==> src/verilog/pin_remap_pkg.sv <==
// Constants, register map and carrier types for the pin remap and port block
package pin_remap_pkg;

  localparam int NUM_PORTS = 5;
  localparam int NUM_TOUT  = 8;

  typedef logic [7:0]                 byte_t;
  typedef logic [NUM_PORTS-1:0][7:0]  port_vec_t;
  typedef logic [2:0]                 port_idx_t;

  // ==========================================================
  // Port indices
  localparam port_idx_t PORT_A = 3'h0;
  localparam port_idx_t PORT_B = 3'h1;
  localparam port_idx_t PORT_C = 3'h2;
  localparam port_idx_t PORT_D = 3'h3;
  localparam port_idx_t PORT_E = 3'h4;

  // ==========================================================
  // Register offsets
  localparam byte_t OFS_INPUT_REMAP = 8'h00;
  localparam byte_t OFS_TOUT_REMAP  = 8'h01;
  localparam byte_t OFS_LCD_REMAP   = 8'h02;
  localparam byte_t OFS_WAKE_EN     = 8'h03;
  localparam byte_t OFS_BIT_OP      = 8'h04;
  localparam byte_t OFS_DATA_BASE   = 8'h08;
  localparam byte_t OFS_DIR_BASE    = 8'h10;

  // ==========================================================
  // Reset values and implemented-bit masks
  localparam byte_t RST_REMAP        = 8'h00;
  localparam byte_t RST_PORT         = 8'hFF;
  localparam byte_t RST_WAKE_EN      = 8'h00;
  localparam byte_t MASK_INPUT_LARGE = 8'hFF;
  localparam byte_t MASK_INPUT_SMALL = 8'hF5;
  localparam byte_t MASK_TOUT_LARGE  = 8'hFF;
  localparam byte_t MASK_TOUT_SMALL  = 8'hB3;
  localparam byte_t TOUT_HAS_SMALL   = 8'hF3;
  localparam byte_t MASK_LCD_LARGE   = 8'hBF;
  localparam byte_t MASK_LCD_SMALL   = 8'h3F;

  // ==========================================================
  // Field positions
  localparam int IN_IRQ1_BIT  = 7;
  localparam int IN_IRQ0_BIT  = 6;
  localparam int IN_TIMER1_CLOCK_INPUT_BIT  = 5;
  localparam int IN_TIMER0_CLOCK_INPUT_BIT  = 4;
  localparam int IN_PERIPHERAL_IRQ_PIN_LSB  = 2;
  localparam int IN_PCK_LSB   = 0;
  localparam int LCD_TIMER2_CLOCK_INPUT_BIT = 7;
  localparam int BOP_VAL_BIT  = 7;
  localparam int BOP_PORT_LSB = 4;
  localparam int BOP_DIR_BIT  = 3;
  localparam int BOP_BIT_LSB  = 0;

  // ==========================================================
  // Timer output routing, index i is select bit i of the output remap register
  localparam port_idx_t TOUT_PORT_LO [NUM_TOUT] = '{PORT_B, PORT_B, PORT_B, PORT_B,
                                                    PORT_B, PORT_B, PORT_B, PORT_B};
  localparam logic [2:0] TOUT_BIT_LO [NUM_TOUT] = '{3'h0, 3'h1, 3'h1, 3'h2, 3'h5, 3'h2, 3'h3, 3'h4};
  localparam port_idx_t TOUT_PORT_HI [NUM_TOUT] = '{PORT_C, PORT_C, PORT_E, PORT_E,
                                                    PORT_C, PORT_C, PORT_C, PORT_C};
  localparam logic [2:0] TOUT_BIT_HI [NUM_TOUT] = '{3'h0, 3'h1, 3'h1, 3'h2, 3'h5, 3'h2, 3'h3, 3'h4};

  // ==========================================================
  // Carriers
  typedef struct packed {
    logic [NUM_TOUT-1:0] level;
    logic [NUM_TOUT-1:0] enable;
  } tmr_out_s;

  typedef struct packed {
    logic external_irq_1;
    logic external_irq_0;
    logic peripheral_irq_pin;
    logic timer2_clock_input;
    logic timer1_clock_input;
    logic timer0_clock_input;
  } fn_in_s;

endpackage

==> src/verilog/pin_remap_port.sv <==
// Pin remap multiplexer with port data, direction, bit operations and port A wake-up
// Operation
// - Both variants: bit1 moves timer0 out1 B1 to C1
// - Bit7 moves timer1 B out2 B4 to C4
// - Large: bit6 moves timer1 B out1 B3 to C3
// - Bit5 moves timer1 B out0 B2 to C2
// - Bit4 moves timer1 A output B5 to C5
// - Large: bit3 moves timer2 out1 B2 to E2
// - Large: bit2 moves timer2 out0 B1 to E1
// - Bit1 moves timer0 out1 B1 to C1
// - Bit0 moves timer0 out0 B0 to C0
// - Large: LCD register bit7 picks timer2 clock C6/D0
// - LCD register bit6 ignores writes, reads zero
// - Reset sets all data and direction ones
// - Direction bit high means pin is input
// - New output drives held data, high after reset
// - Bit operation reads port, modifies, writes back
// - Enabled port A falling edge wakes sleep
// - Each port A pin wake enabled separately
`timescale 1ns/10ps

module pin_remap_port #(
  parameter bit LARGE_VARIANT = 1'b1
) (
  input  wire logic                     clk_i,
  input  wire logic                     rst_n_i,
  input  wire pin_remap_pkg::byte_t     addr_i,
  input  wire pin_remap_pkg::byte_t     wdata_i,
  input  wire logic                     wr_i,
  input  wire logic                     rd_i,
  output logic [7:0]                    rdata_o,
  input  wire pin_remap_pkg::port_vec_t pin_in_i,
  output pin_remap_pkg::port_vec_t      pin_out_o,
  output pin_remap_pkg::port_vec_t      pin_oe_o,
  input  wire pin_remap_pkg::tmr_out_s  tmr_out_i,
  input  wire logic                     pck_i,
  input  wire logic                     pck_en_i,
  input  wire logic                     sleep_i,
  output logic                          wake_o,
  output pin_remap_pkg::fn_in_s         fn_in_o
);
  import pin_remap_pkg::*;

  // ==========================================================
  // Decoding helpers
  // Two-bit location code to one-hot of three places; code 11 selects nothing
  function automatic logic [2:0] loc3(input logic [1:0] code);
    logic [2:0] hot;
    hot = 3'h0;
    if (code == 2'h0)
      hot = 3'h1;
    else if (code == 2'h1)
      hot = 3'h2;
    else if (code == 2'h2)
      hot = 3'h4;
    return hot;
  endfunction

  function automatic logic ofs_in(input byte_t a, input byte_t base);
    return (a >= base) && (a < base + byte_t'(NUM_PORTS));
  endfunction

  // ==========================================================
  // Register state
  byte_t      input_remap_q;
  byte_t      tout_remap_q;
  byte_t      lcd_remap_q;
  byte_t      wake_en_q;
  port_vec_t  data_q;
  port_vec_t  data_d;
  port_vec_t  dir_q;
  port_vec_t  dir_d;
  port_vec_t  pin_out_q;
  port_vec_t  pin_oe_q;
  port_vec_t  out_d;
  port_vec_t  oe_d;
  byte_t      rdata_q;
  byte_t      rdata_d;
  byte_t      pa_prev_q;
  logic       wake_q;
  fn_in_s     fn_in_q;
  fn_in_s     fn_in_d;

  // ==========================================================
  // Variant masks
  wire byte_t mask_input = LARGE_VARIANT ? MASK_INPUT_LARGE : MASK_INPUT_SMALL;
  wire byte_t mask_tout  = LARGE_VARIANT ? MASK_TOUT_LARGE : MASK_TOUT_SMALL;
  wire byte_t mask_lcd   = LARGE_VARIANT ? MASK_LCD_LARGE : MASK_LCD_SMALL;
  wire byte_t tout_has   = LARGE_VARIANT ? 8'hFF : TOUT_HAS_SMALL;

  // ==========================================================
  // Address decode
  wire logic      wr_input  = wr_i && (addr_i == OFS_INPUT_REMAP);
  wire logic      wr_tout   = wr_i && (addr_i == OFS_TOUT_REMAP);
  wire logic      wr_lcd    = wr_i && (addr_i == OFS_LCD_REMAP);
  wire logic      wr_wake   = wr_i && (addr_i == OFS_WAKE_EN);
  wire logic      wr_bitop  = wr_i && (addr_i == OFS_BIT_OP);
  wire logic      hit_data  = ofs_in(addr_i, OFS_DATA_BASE);
  wire logic      hit_dir   = ofs_in(addr_i, OFS_DIR_BASE);
  wire port_idx_t data_idx  = port_idx_t'(addr_i - OFS_DATA_BASE);
  wire port_idx_t dir_idx   = port_idx_t'(addr_i - OFS_DIR_BASE);

  // ==========================================================
  // Port readback: input pins show the pin level, output pins the latch
  port_vec_t port_rb;
  genvar gp;
  generate
    for (gp = 0; gp < NUM_PORTS; gp++)
    begin : g_rb
      assign port_rb[gp] = (dir_q[gp] & pin_in_i[gp]) | (~dir_q[gp] & data_q[gp]);
    end
  endgenerate

  // ==========================================================
  // Single-bit operation: whole port is read, one bit changed, whole byte written back
  wire logic      bop_val    = wdata_i[BOP_VAL_BIT];
  wire port_idx_t bop_port   = wdata_i[BOP_PORT_LSB +: 3];
  wire logic      bop_is_dir = wdata_i[BOP_DIR_BIT];
  wire logic [2:0] bop_bit   = wdata_i[BOP_BIT_LSB +: 3];
  wire logic      bop_ok     = wr_bitop && (bop_port < port_idx_t'(NUM_PORTS));
  wire byte_t     bop_src    = bop_is_dir ? dir_q[bop_port] : port_rb[bop_port];
  byte_t          bop_new;

  always_comb
  begin
    bop_new          = bop_src;
    bop_new[bop_bit] = bop_val;
  end

  // Byte writes and bit operations never coincide since a strobe carries one address
  always_comb
  begin
    data_d = data_q;
    dir_d  = dir_q;
    if (wr_i && hit_data)
      data_d[data_idx] = wdata_i;
    if (wr_i && hit_dir)
      dir_d[dir_idx] = wdata_i;
    if (bop_ok && !bop_is_dir)
      data_d[bop_port] = bop_new;
    if (bop_ok && bop_is_dir)
      dir_d[bop_port] = bop_new;
  end

  // ==========================================================
  // Read mux
  always_comb
  begin
    rdata_d = 8'h00;
    if (addr_i == OFS_INPUT_REMAP)
      rdata_d = input_remap_q;
    else if (addr_i == OFS_TOUT_REMAP)
      rdata_d = tout_remap_q;
    else if (addr_i == OFS_LCD_REMAP)
      rdata_d = lcd_remap_q;
    else if (addr_i == OFS_WAKE_EN)
      rdata_d = wake_en_q;
    else if (hit_data)
      rdata_d = port_rb[data_idx];
    else if (hit_dir)
      rdata_d = dir_q[dir_idx];
  end

  // ==========================================================
  // Pin drive: port latch first, then routed timer and peripheral clock outputs
  // Later overlays win when two functions land on one pin; software must avoid that
  wire logic [2:0] pck_hot  = loc3(input_remap_q[IN_PCK_LSB +: 2]);
  wire logic [2:0] peripheral_irq_pin_hot = loc3(input_remap_q[IN_PERIPHERAL_IRQ_PIN_LSB +: 2]);

  always_comb
  begin
    out_d = data_q;
    oe_d  = ~dir_q;
    for (int i = 0; i < NUM_TOUT; i++)
    begin
      if (tmr_out_i.enable[i] && tout_has[i])
      begin
        if (tout_remap_q[i])
        begin
          out_d[TOUT_PORT_HI[i]][TOUT_BIT_HI[i]] = tmr_out_i.level[i];
          oe_d[TOUT_PORT_HI[i]][TOUT_BIT_HI[i]]  = 1'b1;
        end
        else
        begin
          out_d[TOUT_PORT_LO[i]][TOUT_BIT_LO[i]] = tmr_out_i.level[i];
          oe_d[TOUT_PORT_LO[i]][TOUT_BIT_LO[i]]  = 1'b1;
        end
      end
    end
    if (pck_en_i && pck_hot[0])
    begin
      out_d[PORT_B][4] = pck_i;
      oe_d[PORT_B][4]  = 1'b1;
    end
    if (pck_en_i && pck_hot[1])
    begin
      out_d[PORT_C][6] = pck_i;
      oe_d[PORT_C][6]  = 1'b1;
    end
    if (pck_en_i && pck_hot[2])
    begin
      out_d[PORT_E][1] = pck_i;
      oe_d[PORT_E][1]  = 1'b1;
    end
  end

  // ==========================================================
  // Input routing to interrupt and timer clock logic
  always_comb
  begin
    fn_in_d = '0;
    fn_in_d.external_irq_1     = input_remap_q[IN_IRQ1_BIT] ? pin_in_i[PORT_C][5] : pin_in_i[PORT_A][1];
    fn_in_d.external_irq_0     = input_remap_q[IN_IRQ0_BIT] ? pin_in_i[PORT_C][4] : pin_in_i[PORT_A][4];
    fn_in_d.timer1_clock_input = input_remap_q[IN_TIMER1_CLOCK_INPUT_BIT] ? pin_in_i[PORT_C][5] : pin_in_i[PORT_A][1];
    fn_in_d.timer0_clock_input = input_remap_q[IN_TIMER0_CLOCK_INPUT_BIT] ? pin_in_i[PORT_C][4] : pin_in_i[PORT_A][4];
    fn_in_d.peripheral_irq_pin = (peripheral_irq_pin_hot[0] & pin_in_i[PORT_B][5])
                               | (peripheral_irq_pin_hot[1] & pin_in_i[PORT_C][7])
                               | (peripheral_irq_pin_hot[2] & pin_in_i[PORT_E][0]);
    if (LARGE_VARIANT)
      fn_in_d.timer2_clock_input = lcd_remap_q[LCD_TIMER2_CLOCK_INPUT_BIT] ? pin_in_i[PORT_D][0] : pin_in_i[PORT_C][6];
  end

  // ==========================================================
  // Wake-up: falling edge on an enabled port A pin while asleep (sleep_i high)
  wire byte_t pa_fall  = pa_prev_q & ~pin_in_i[PORT_A];
  wire logic  wake_d   = sleep_i && |(pa_fall & wake_en_q);

  // ==========================================================
  // Control registers
  always_ff @(posedge clk_i)
  begin
    if (!rst_n_i)
    begin
      input_remap_q <= RST_REMAP;
      tout_remap_q  <= RST_REMAP;
      lcd_remap_q   <= RST_REMAP;
      wake_en_q     <= RST_WAKE_EN;
    end
    else
    begin
      if (wr_input)
        input_remap_q <= wdata_i & mask_input;
      if (wr_tout)
        tout_remap_q <= wdata_i & mask_tout;
      if (wr_lcd)
        lcd_remap_q <= wdata_i & mask_lcd;
      if (wr_wake)
        wake_en_q <= wdata_i;
    end
  end

  // ==========================================================
  // Port registers
  always_ff @(posedge clk_i)
  begin
    if (!rst_n_i)
    begin
      data_q <= {NUM_PORTS{RST_PORT}};
      dir_q  <= {NUM_PORTS{RST_PORT}};
    end
    else
    begin
      data_q <= data_d;
      dir_q  <= dir_d;
    end
  end

  // ==========================================================
  // Output stage
  always_ff @(posedge clk_i)
  begin
    if (!rst_n_i)
    begin
      pin_out_q <= {NUM_PORTS{RST_PORT}};
      pin_oe_q  <= '0;
      rdata_q   <= 8'h00;
      pa_prev_q <= RST_PORT;
      wake_q    <= 1'b0;
      fn_in_q   <= '0;
    end
    else
    begin
      pin_out_q <= out_d;
      pin_oe_q  <= oe_d;
      rdata_q   <= rd_i ? rdata_d : 8'h00;
      pa_prev_q <= pin_in_i[PORT_A];
      wake_q    <= wake_d;
      fn_in_q   <= fn_in_d;
    end
  end

  assign rdata_o   = rdata_q;
  assign pin_out_o = pin_out_q;
  assign pin_oe_o  = pin_oe_q;
  assign wake_o    = wake_q;
  assign fn_in_o   = fn_in_q;

endmodule

==> config.mk <==
export PLATFORM = sky130hd
export DESIGN_NAME = pin_remap_port
export DESIGN_NICKNAME = d
export VERILOG_FILES = /design/src/verilog/pin_remap_pkg.sv /design/src/verilog/pin_remap_port.sv
export SDC_FILE = /design/constraint.sdc
export NUM_CORES = 1
export LEC_CHECK = 0
export BUFFER_PORTS_ARGS = -buffer_cell sky130_fd_sc_hd__buf_2
export CAP_MARGIN = 20
export CORE_MARGIN = 4
export CORE_UTILIZATION = 51
export DETAILED_ROUTE_END_ITERATION = 12
export GPL_TIMING_DRIVEN = 0
export PLACE_DENSITY_LB_ADDON = 0.15
export SLEW_MARGIN = 10
export SYNTH_ARGS = -nofsm -noshare
export SYNTH_HDL_FRONTEND = slang
export SYNTH_SLANG_ARGS = --single-unit
==> constraint.sdc <==
create_clock -name clk_i -period 2 [get_ports clk_i]
set_input_delay 0.3 -clock clk_i [delete_from_list [all_inputs] [get_ports clk_i]]
set_output_delay 0.3 -clock clk_i [all_outputs]
set_load 0.05 [all_outputs]
Word level (Yosys, flattened, before mapping)

Index checks and enable logic that the tools add are counted.
Widths: inputs -> output; s select.

Flip-flop bits (word level): 214
Output and inout bits: 95

$add $sub $neg: 2
$lt $le $gt $ge: 13
Eq/ne operators: 8
Muxes and demuxes: 113
Bitwise logic cells: 29
Reduce and logical (&&, ||, !) cells: 26

Operator list:

| cell               | number |
|---|---|
| $bwmux 40          | 4 |
| $mux 40            | 4 |
| $mux 8             | 14 |
| $and 8x8->8        | 12 |
| $bmux 8 s3         | 4 |
| $mux 1             | 76 |
| $demux 8 s3        | 3 |
| $not 8->8          | 6 |
| $not 40->40        | 1 |
| $or 8x8->8         | 5 |
| $logic_and 1x1->1  | 20 |
| $mux 3             | 6 |
| $eq 8x2->1 const B | 2 |
| $lt 3x4->1 const B | 4 |
| $ge 3x1->1 const B | 4 |
| $bwmux 8           | 1 |
| $eq 8x1->1 const B | 1 |
| $eq 8x3->1 const B | 1 |
| $ge 8x4->1 const B | 1 |
| $ge 8x5->1 const B | 1 |
| $logic_not 8->1    | 1 |
| $lt 8x4->1 const B | 1 |
| $lt 8x5->1 const B | 1 |
| $reduce_or 8->1    | 1 |
| other kinds (10)   | 17 |

Depth between registers and ports, before layout

Gate-level depths: netlist (run 1).

Depth in word-level cells: 10
Mapped depth: 9
Mapped depth without buffers: 5

Worst setup path after synthesis (run 1)

OpenSTA, ideal clock, no wires.

Path type: input port to flip-flop
From: input addr_i[6]
To: register data_q[27] (netlist name)
Data arrival time: 1.791 ns
Required time: 1.866 ns
Setup slack: 0.075 ns
Stages: 5
Buffers on the path: 0
Cell sequence: nor4_4 -> nand3_4 -> nor4_4 -> and2_2 -> a21oi_1

Word-level cells in the longest chain between the ends: 6

RTL lines:

| item                                            | line                  | RTL |
|---|---|---|
| from (decl)                                     | pin_remap_port.sv:27  | `input wire pin_remap_pkg::byte_t addr_i,` |
| $ge 8x4->1 / $lt 8x4->1 (equally long branches) | pin_remap_port.sv:60  | `return (a >= base) && (a < base + byte_t'(NUM_PORTS));` |
| $logic_and 1x1->1                               | pin_remap_port.sv:60  |  |
| $logic_and 1x1->1                               | pin_remap_port.sv:135 | `if (wr_i && hit_data)` |
| $mux 40                                         | pin_remap_port.sv:135 |  |
| $bwmux 40                                       | pin_remap_port.sv:140 | `data_d[bop_port] = bop_new;` |
| $mux 40 (*)                                     | pin_remap_port.sv:139 | `if (bop_ok && !bop_is_dir)` |
| to (signal assigned)                            | pin_remap_port.sv:258 | `data_q <= {NUM_PORTS{RST_PORT}};` |
| to (signal assigned)                            | pin_remap_port.sv:263 | `data_q <= data_d;` |
| to (decl)                                       | pin_remap_port.sv:69  | `port_vec_t data_q;` |

Every way passes the cells marked *; elsewhere a longest branch is shown, timed or not.
A chain may end at the register's enable or synchronous reset.

Worst setup path after layout (run 1)

From: register dir_q[12] (netlist name)
To: register dir_q[20] (netlist name)

Word-level cells in the longest chain between the ends: 9

RTL lines:

| item                         | line                  | RTL |
|---|---|---|
| from (decl)                  | pin_remap_port.sv:71  | `port_vec_t dir_q;` |
| from (signal assigned)       | pin_remap_port.sv:259 | `dir_q <= {NUM_PORTS{RST_PORT}};` |
| from (signal assigned)       | pin_remap_port.sv:264 | `dir_q <= dir_d;` |
| $not 8->8                    | pin_remap_port.sv:110 | `assign port_rb[gp] = (dir_q[gp] & pin_in_i[gp]) \| (~dir_q[gp] & data_q[gp]);` |
| $and 8x8->8                  | pin_remap_port.sv:110 |  |
| $or 8x8->8                   | pin_remap_port.sv:110 |  |
| $bmux 8 s3                   | pin_remap_port.sv:121 | `wire byte_t bop_src = bop_is_dir ? dir_q[bop_port] : port_rb[bop_port];` |
| $mux 8 (not written as such) | pin_remap_port.sv:121 |  |
| $mux 8 (*)                   | pin_remap_port.sv:121 |  |
| $bwmux 8 (*)                 | pin_remap_port.sv:127 | `bop_new[bop_bit] = bop_val;` |
| $bwmux 40 (*)                | pin_remap_port.sv:142 | `dir_d[bop_port] = bop_new;` |
| $mux 40 (*)                  | pin_remap_port.sv:141 | `if (bop_ok && bop_is_dir)` |

Every way passes the cells marked *; elsewhere a longest branch is shown, timed or not. The select of a mux whose other input is x is not followed.

==> metrics, run 1 <==
Final HPWL DP 33500 µm; Post-Syn Nets 1253; Worst setup EP type flop; CTS root buffer clkbuf_16; clock-pin slew on the worst setup and hold paths 70 ps; Fmax 500 MHz; Crit. Startpoint dir_q[12]; worst min path class input port to flop; Num Clock Sinks 214; nets 1460; vias in the first global route 10100; Seq cells post-synth 214; clk_lat worst skew 530 ps; Yosys cell types 71; critical path type flop to flop; syn_area_per_cell 8.95 µm²; ANT nets after route 0; FFs w/ async S/R, synth 0%; drt via density 6.35; Mapped Area 0.0105 mm²; starting density of the core 51.9%; CP Max Fanout 10; port bufs 172; TritonCTS clock tree yes; top_reg_cell synth dfxtp_1; Max transition margin 37.7%; core area 0.0202 mm²; TNS Setup 0 ps; Cells after Synth 1174; layout cells sized above 1 28.4%; largest net degree at the start of global routing 15; drt first-iter violations 1323; CTS Hold Bufs 0; Seq/Total Area, Yosys 40.8%; grt total ovfl 0; cell leakage power 5.21 nW; final WL 45100 µm; pwr dens 795 mW/mm²; DIE AREA 0.0230 mm²; Longest Clk Path Bufs 3; FF-to-FF Start dir_q[12]; most common cell after layout, fill and taps aside buf_2; I/O pins 174; final-report hold violation count 0; Rows 52; Post-synth EDFFs 0; # DRC 0; CTS Buf Count 24; diode count 0; max-slew violations 0; global-route wire length before repair 64300 µm; initial antenna violation count 0; CP endpoint dir_q[20]; Worst EP arrival 2390 ps; status completed; Final min period 2000 ps; fin crit share 99.9%; final setup fails 0; Peak supply drop 938 µV; fin worst setup slack 1.70 ps; die height 152 µm; area of the multi-input gates 0.00593 mm²; Pre-antenna DRT Iters 6; total track usage 38.3%; fillers 1802; crit start category flop; Final Skew 18.8 ps; MaxCap Viol Count 0; Critical R2R Capture dir_q[20]; DR vias 10600; slew at the pin closest to its max-slew limit 934 ps; most frequent cells in the layout buf_2 (203), dfxtp_1 (199), nor2_1 (126); R2R Setup Slk 2 ps; die width 152 µm; CP Data Required Time 2390 ps; Register-to-Register Path Depth 6; synth-to-layout area growth 22.0%; Setup WS pre-CTS -723 ps; yosys warns 0; H-tree level count 1; final weighted congestion in routability-driven placement 1.04; routed length per placed instance 27.0 µm; Register Area 0.00430 mm²
[synth_stat cells (all sizes together), types with 8 or more instances]
master   instances  area share [%]
a2111oi         15             1.3
a211oi          16             1.1
a21oi           87             4.2
a22oi           23             1.6
and2             8            0.52
buf             41             1.9
clkbuf          48             1.7
dfxtp          214              41
inv             12            0.43
mux2            56             6.0
mux2i          105              10
nand2           73             2.7
nand2b          47             2.8
nand3           49             2.6
nand3b          11            0.79
nor2           130             4.7
nor2b           14            0.83
nor3            58             3.0
nor4             9             1.5
o211ai          11            0.79
o21ai           28             1.3
o22ai           23             1.4
[metal layers]
metal	global-route usage, %	up-vias	part of all wire, %
met5	0	-	0
met4	17.5	0	5.5
met3	8.15	169	11
met2	61.8	712	45
met1	49.2	5009	39
li1	-	4710	-
[worst min path at each step]
| stage | start | to | slack (ps) | cells past startpoint |
|---|---|---|---|---|
| 2_1_floorplan | pin_in_i[3] | pa_prev_q[3] | 400 | 2 |
| 3_3_place_gp | data_q[35] | pin_out_o[35] | 450 | 1 |
| 3_5_place_dp | data_q[37] | pin_out_o[37] | 450 | 1 |
| 4_1_cts | sleep_i | wake_o | 6 | 2 |
| 5_1_grt | sleep_i | wake_o | 20 | 2 |
| 6_report | sleep_i | wake_o | 10 | 2 |
[kinds of logic after synthesis]
kind of cell / after synthesis / share of synthesized area (%)
multiplexers: 164 / 16.6
buffers and inverters: 101 / 4.08
AND/OR/NAND/NOR: 438 / 22.4
flip-flops: 214 / 40.8
AO/OA/AOI/OAI: 257 / 16.1
[sequential cells by signal (all words and copies together) (netlist names), 8 cells and up]
register,flops
tout_remap_q,8
dir_q,40
data_q,40
pa_prev_q,8
wake_en_q,8
pin_out_o,40
rdata_o,8
input_remap_q,8
pin_oe_o,40
[stage by stage]
stage               utilization, %  hold slack [ps]  power [W]  std cells  cell area (µm²)
global placement              57.9              449    0.00542       1616            11700
floorplan                        -              397    0.00500       1174            10500
finish                        63.4             12.9     0.0102       1669            12800
CTS                           62.6             5.76     0.0102       1664            12700
global route                  63.4             20.3     0.0104       1669            12800
detailed placement            57.9              447    0.00542       1616            11700
[layout make-up]
class,count,area share [%]
Inverter,12,0.351
Multi-Input combinational cell,859,46.3
Clock inverter,12,1.33
Clock buffer,32,5.40
Buffer,89,3.11
Tap cell,270,2.63
Sequential cell,214,33.6
Timing Repair Buffer,181,7.34
[report_power, final]
part	internal, W	switching (W)
clock network	0.00295	0.00183
registers	0.00430	0.0000144
logic	0.000322	0.000783
[worst max-delay path, stage by stage (launching register included)]
cell	delay, ps
dfxtp_1	550
mux2i_1	340
o22ai_1	130
nor3_1	280
or3_1	160
buf_2	270
a22oi_1	130
[repair_timing]
item / in CTS / in global routing
pin swaps: 2 / 1
setup endpoints to repair: 69 / 84
setup buffers: 4 / 5
gates resized for setup: 17 / 46
Note: power is estimated with default switching activity, not from simulation.
==> run 2, diff against run 1 <==
CELL_PAD_IN_SITES_DETAIL_PLACEMENT = 1   (was unset)
CELL_PAD_IN_SITES_GLOBAL_PLACEMENT = 1   (was unset)
CORE_UTILIZATION = 39   (was 51)
==> run 2 against run 1 <==
Fmax shrank 0.65%; the flow now finishes with violations (negative setup slack); die area up 29%; worst setup slack lost 13 ps; register-to-register slack about the same; power fell by 2.7%.
==> metrics, run 2 (synthesized netlist as in run 1, its figures left out) <==
worst min path class input port to flop (unchanged); Max transition margin 35.2% (was 37.7%); Slowest-stage cell, CP dfxtp_1 (unchanged); diode count 0 (unchanged); Rows 59 (was 52); fillers 3154 (was 1802); failing checks negative setup slack; Fmax 497 MHz (was 500 MHz); status finished, violations left (was completed); crit start category flop (unchanged); routed length per placed instance 28.4 µm (was 27.0 µm); CP Max Fanout 10 (unchanged); CTS Buf Count 24 (unchanged); ANT nets after route 0 (unchanged); port bufs 172 (unchanged); TritonCTS clock tree yes (unchanged); final WL 49300 µm (was 45100 µm); fin crit share 101% (was 99.9%); die height 172 µm (was 152 µm); Worst EP arrival 2410 ps (was 2390 ps); DR vias 10500 (was 10600); fin worst setup slack -11.3 ps (was 1.70 ps); final weighted congestion in routability-driven placement 0.977 (was 1.04); Final min period 2010 ps (was 2000 ps); layout cells sized above 1 28.0% (was 28.4%); die width 172 µm (was 152 µm); drt via density 6.08 (was 6.35); synth-to-layout area growth 22.1% (was 22.0%); vias in the first global route 10600 (was 10100); Max stage delay on crit path 510 ps (was 550 ps); I/O pins 174 (unchanged); Final Skew 17.4 ps (was 18.8 ps); global-route wire length before repair 70500 µm (was 64300 µm); largest net degree at the start of global routing 14 (was 15); most frequent cells in the layout buf_2 (201), dfxtp_1 (197), nor2_1 (125) (was buf_2 (203), dfxtp_1 (199), nor2_1 (126)); CTS root buffer clkbuf_16 (unchanged); Pre-antenna DRT Iters 5 (was 6); critical path type flop to flop (unchanged); most common cell after layout, fill and taps aside buf_2 (unchanged); drt first-iter violations 901 (was 1323); total track usage 32.3% (was 38.3%); clk_lat worst skew 540 ps (was 530 ps); crit-path cells mux2i_1 > o22ai_1 > nor3_1 > or3_1 > buf_2 > a22oi_1 (unchanged); core area 0.0263 mm² (was 0.0202 mm²); cell leakage power 5.17 nW (was 5.21 nW); # DRC 0 (unchanged); max-slew violations 0 (unchanged); Num Clock Sinks 214 (unchanged); DIE AREA 0.0296 mm² (was 0.0230 mm²); Placed Area 0.0118 mm² (was 0.0117 mm²); final-report hold violation count 0 (unchanged); slew at the pin closest to its max-slew limit 972 ps (was 934 ps); CP Data Required Time 2390 ps (about the same); nets 1458 (was 1460); RSZ-0062 raised after global routing yes; clock-pin slew on the worst setup and hold paths 80 ps (was 70 ps); starting density of the core 40.0% (was 51.9%); initial antenna violation count 1 (was 0); Final HPWL DP 37300 µm (was 33500 µm); Setup WS pre-CTS -815 ps (was -723 ps); Peak supply drop 456 µV (was 938 µV); Longest Clk Path Bufs 3 (unchanged); MaxCap Viol Count 0 (unchanged); H-tree level count 1 (unchanged); pwr dens 773 mW/mm² (was 795 mW/mm²); final setup fails 2 (was 0); Worst setup EP type flop (unchanged); design area 0.0128 mm² (about the same); grt total ovfl 0 (unchanged)
## run 2: cell count changes in the layout (fill, tap and decap cells not counted), sizes merged, moves of 2 or more
cell,previous run,this run
clkbuf,82,88
buf,220,216
bufinv,4,0
clkinvlp,1,3
inv,13,11
## run 2: timing repair
action                                  4_1_cts  5_1_grt
hold buffers                                  1        0
pin swaps                                     2        1
endpoints found under the hold margin         1        0
endpoints found under the setup margin       95       88
gates resized for setup                      23       41
buffers inserted                              4        2
## run 2: path summary, 6_finish.rpt
| path | from | endpoint | slack (ps) | cells after the start |
|---|---|---|---|---|
| max | dir_q[36] | dir_q[20] | -10 | 6 |
| min | tmr_out_i[12] | pin_out_o[13] | 20 | 3 |
| max reg2reg | dir_q[36] | dir_q[20] | -10 | 6 |
| min reg2reg | data_q[37] | pin_out_o[37] | 480 | 1 |
## run 2: through the flow
step                hold slack, ps  total power, W  TNS, ps  utilization [%]  std cells
global route                  38.1          0.0102    -52.1             48.8       1732
CTS                           8.22         0.00994        0             48.4       1730
global placement               456         0.00545   -90240             44.9       1681
detailed placement             458         0.00546   -96640             44.9       1681
finish                        16.1         0.00992    -14.5             48.8       1732
floorplan                      397         0.00500        0                -       1174
## run 2: final cells by class
class	instances	area, µm²	share of cell area, %
sequential	214	4310	33.6
clock buffer	37	761	5.93
inverter	12	48.8	0.380
multi-input combinational	859	5920	46.1
clock inverter	7	43.8	0.341
timing repair buffer	179	928	7.23
buffer	89	404	3.15
tap	335	419	3.27
## run 2: power by group
group	total [W]	internal [W]	switching, W
combinational	0.00112	0.000323	0.000801
sequential	0.00431	0.00430	0.0000144
clock	0.00448	0.00261	0.00187
total	0.00992	0.00723	0.00268
## run 2: routing by layer
metal / vias to the layer above / wire [µm] / global-route usage [%]
met4: 0 / 2620 / 14.0
met2: 498 / 22500 / 52.4
met3: 126 / 3860 / 5.88
met5: - / 0 / 0
met1: 5209 / 20300 / 42.3
li1: 4692 / - / -
## run 2: critical path, delay by kind of cell, from the launching register on
family	cells	cell delay, ps
buf+inv	1	270
mux	1	360
simple gates	2	440
flops	1	510
compound gates	2	280
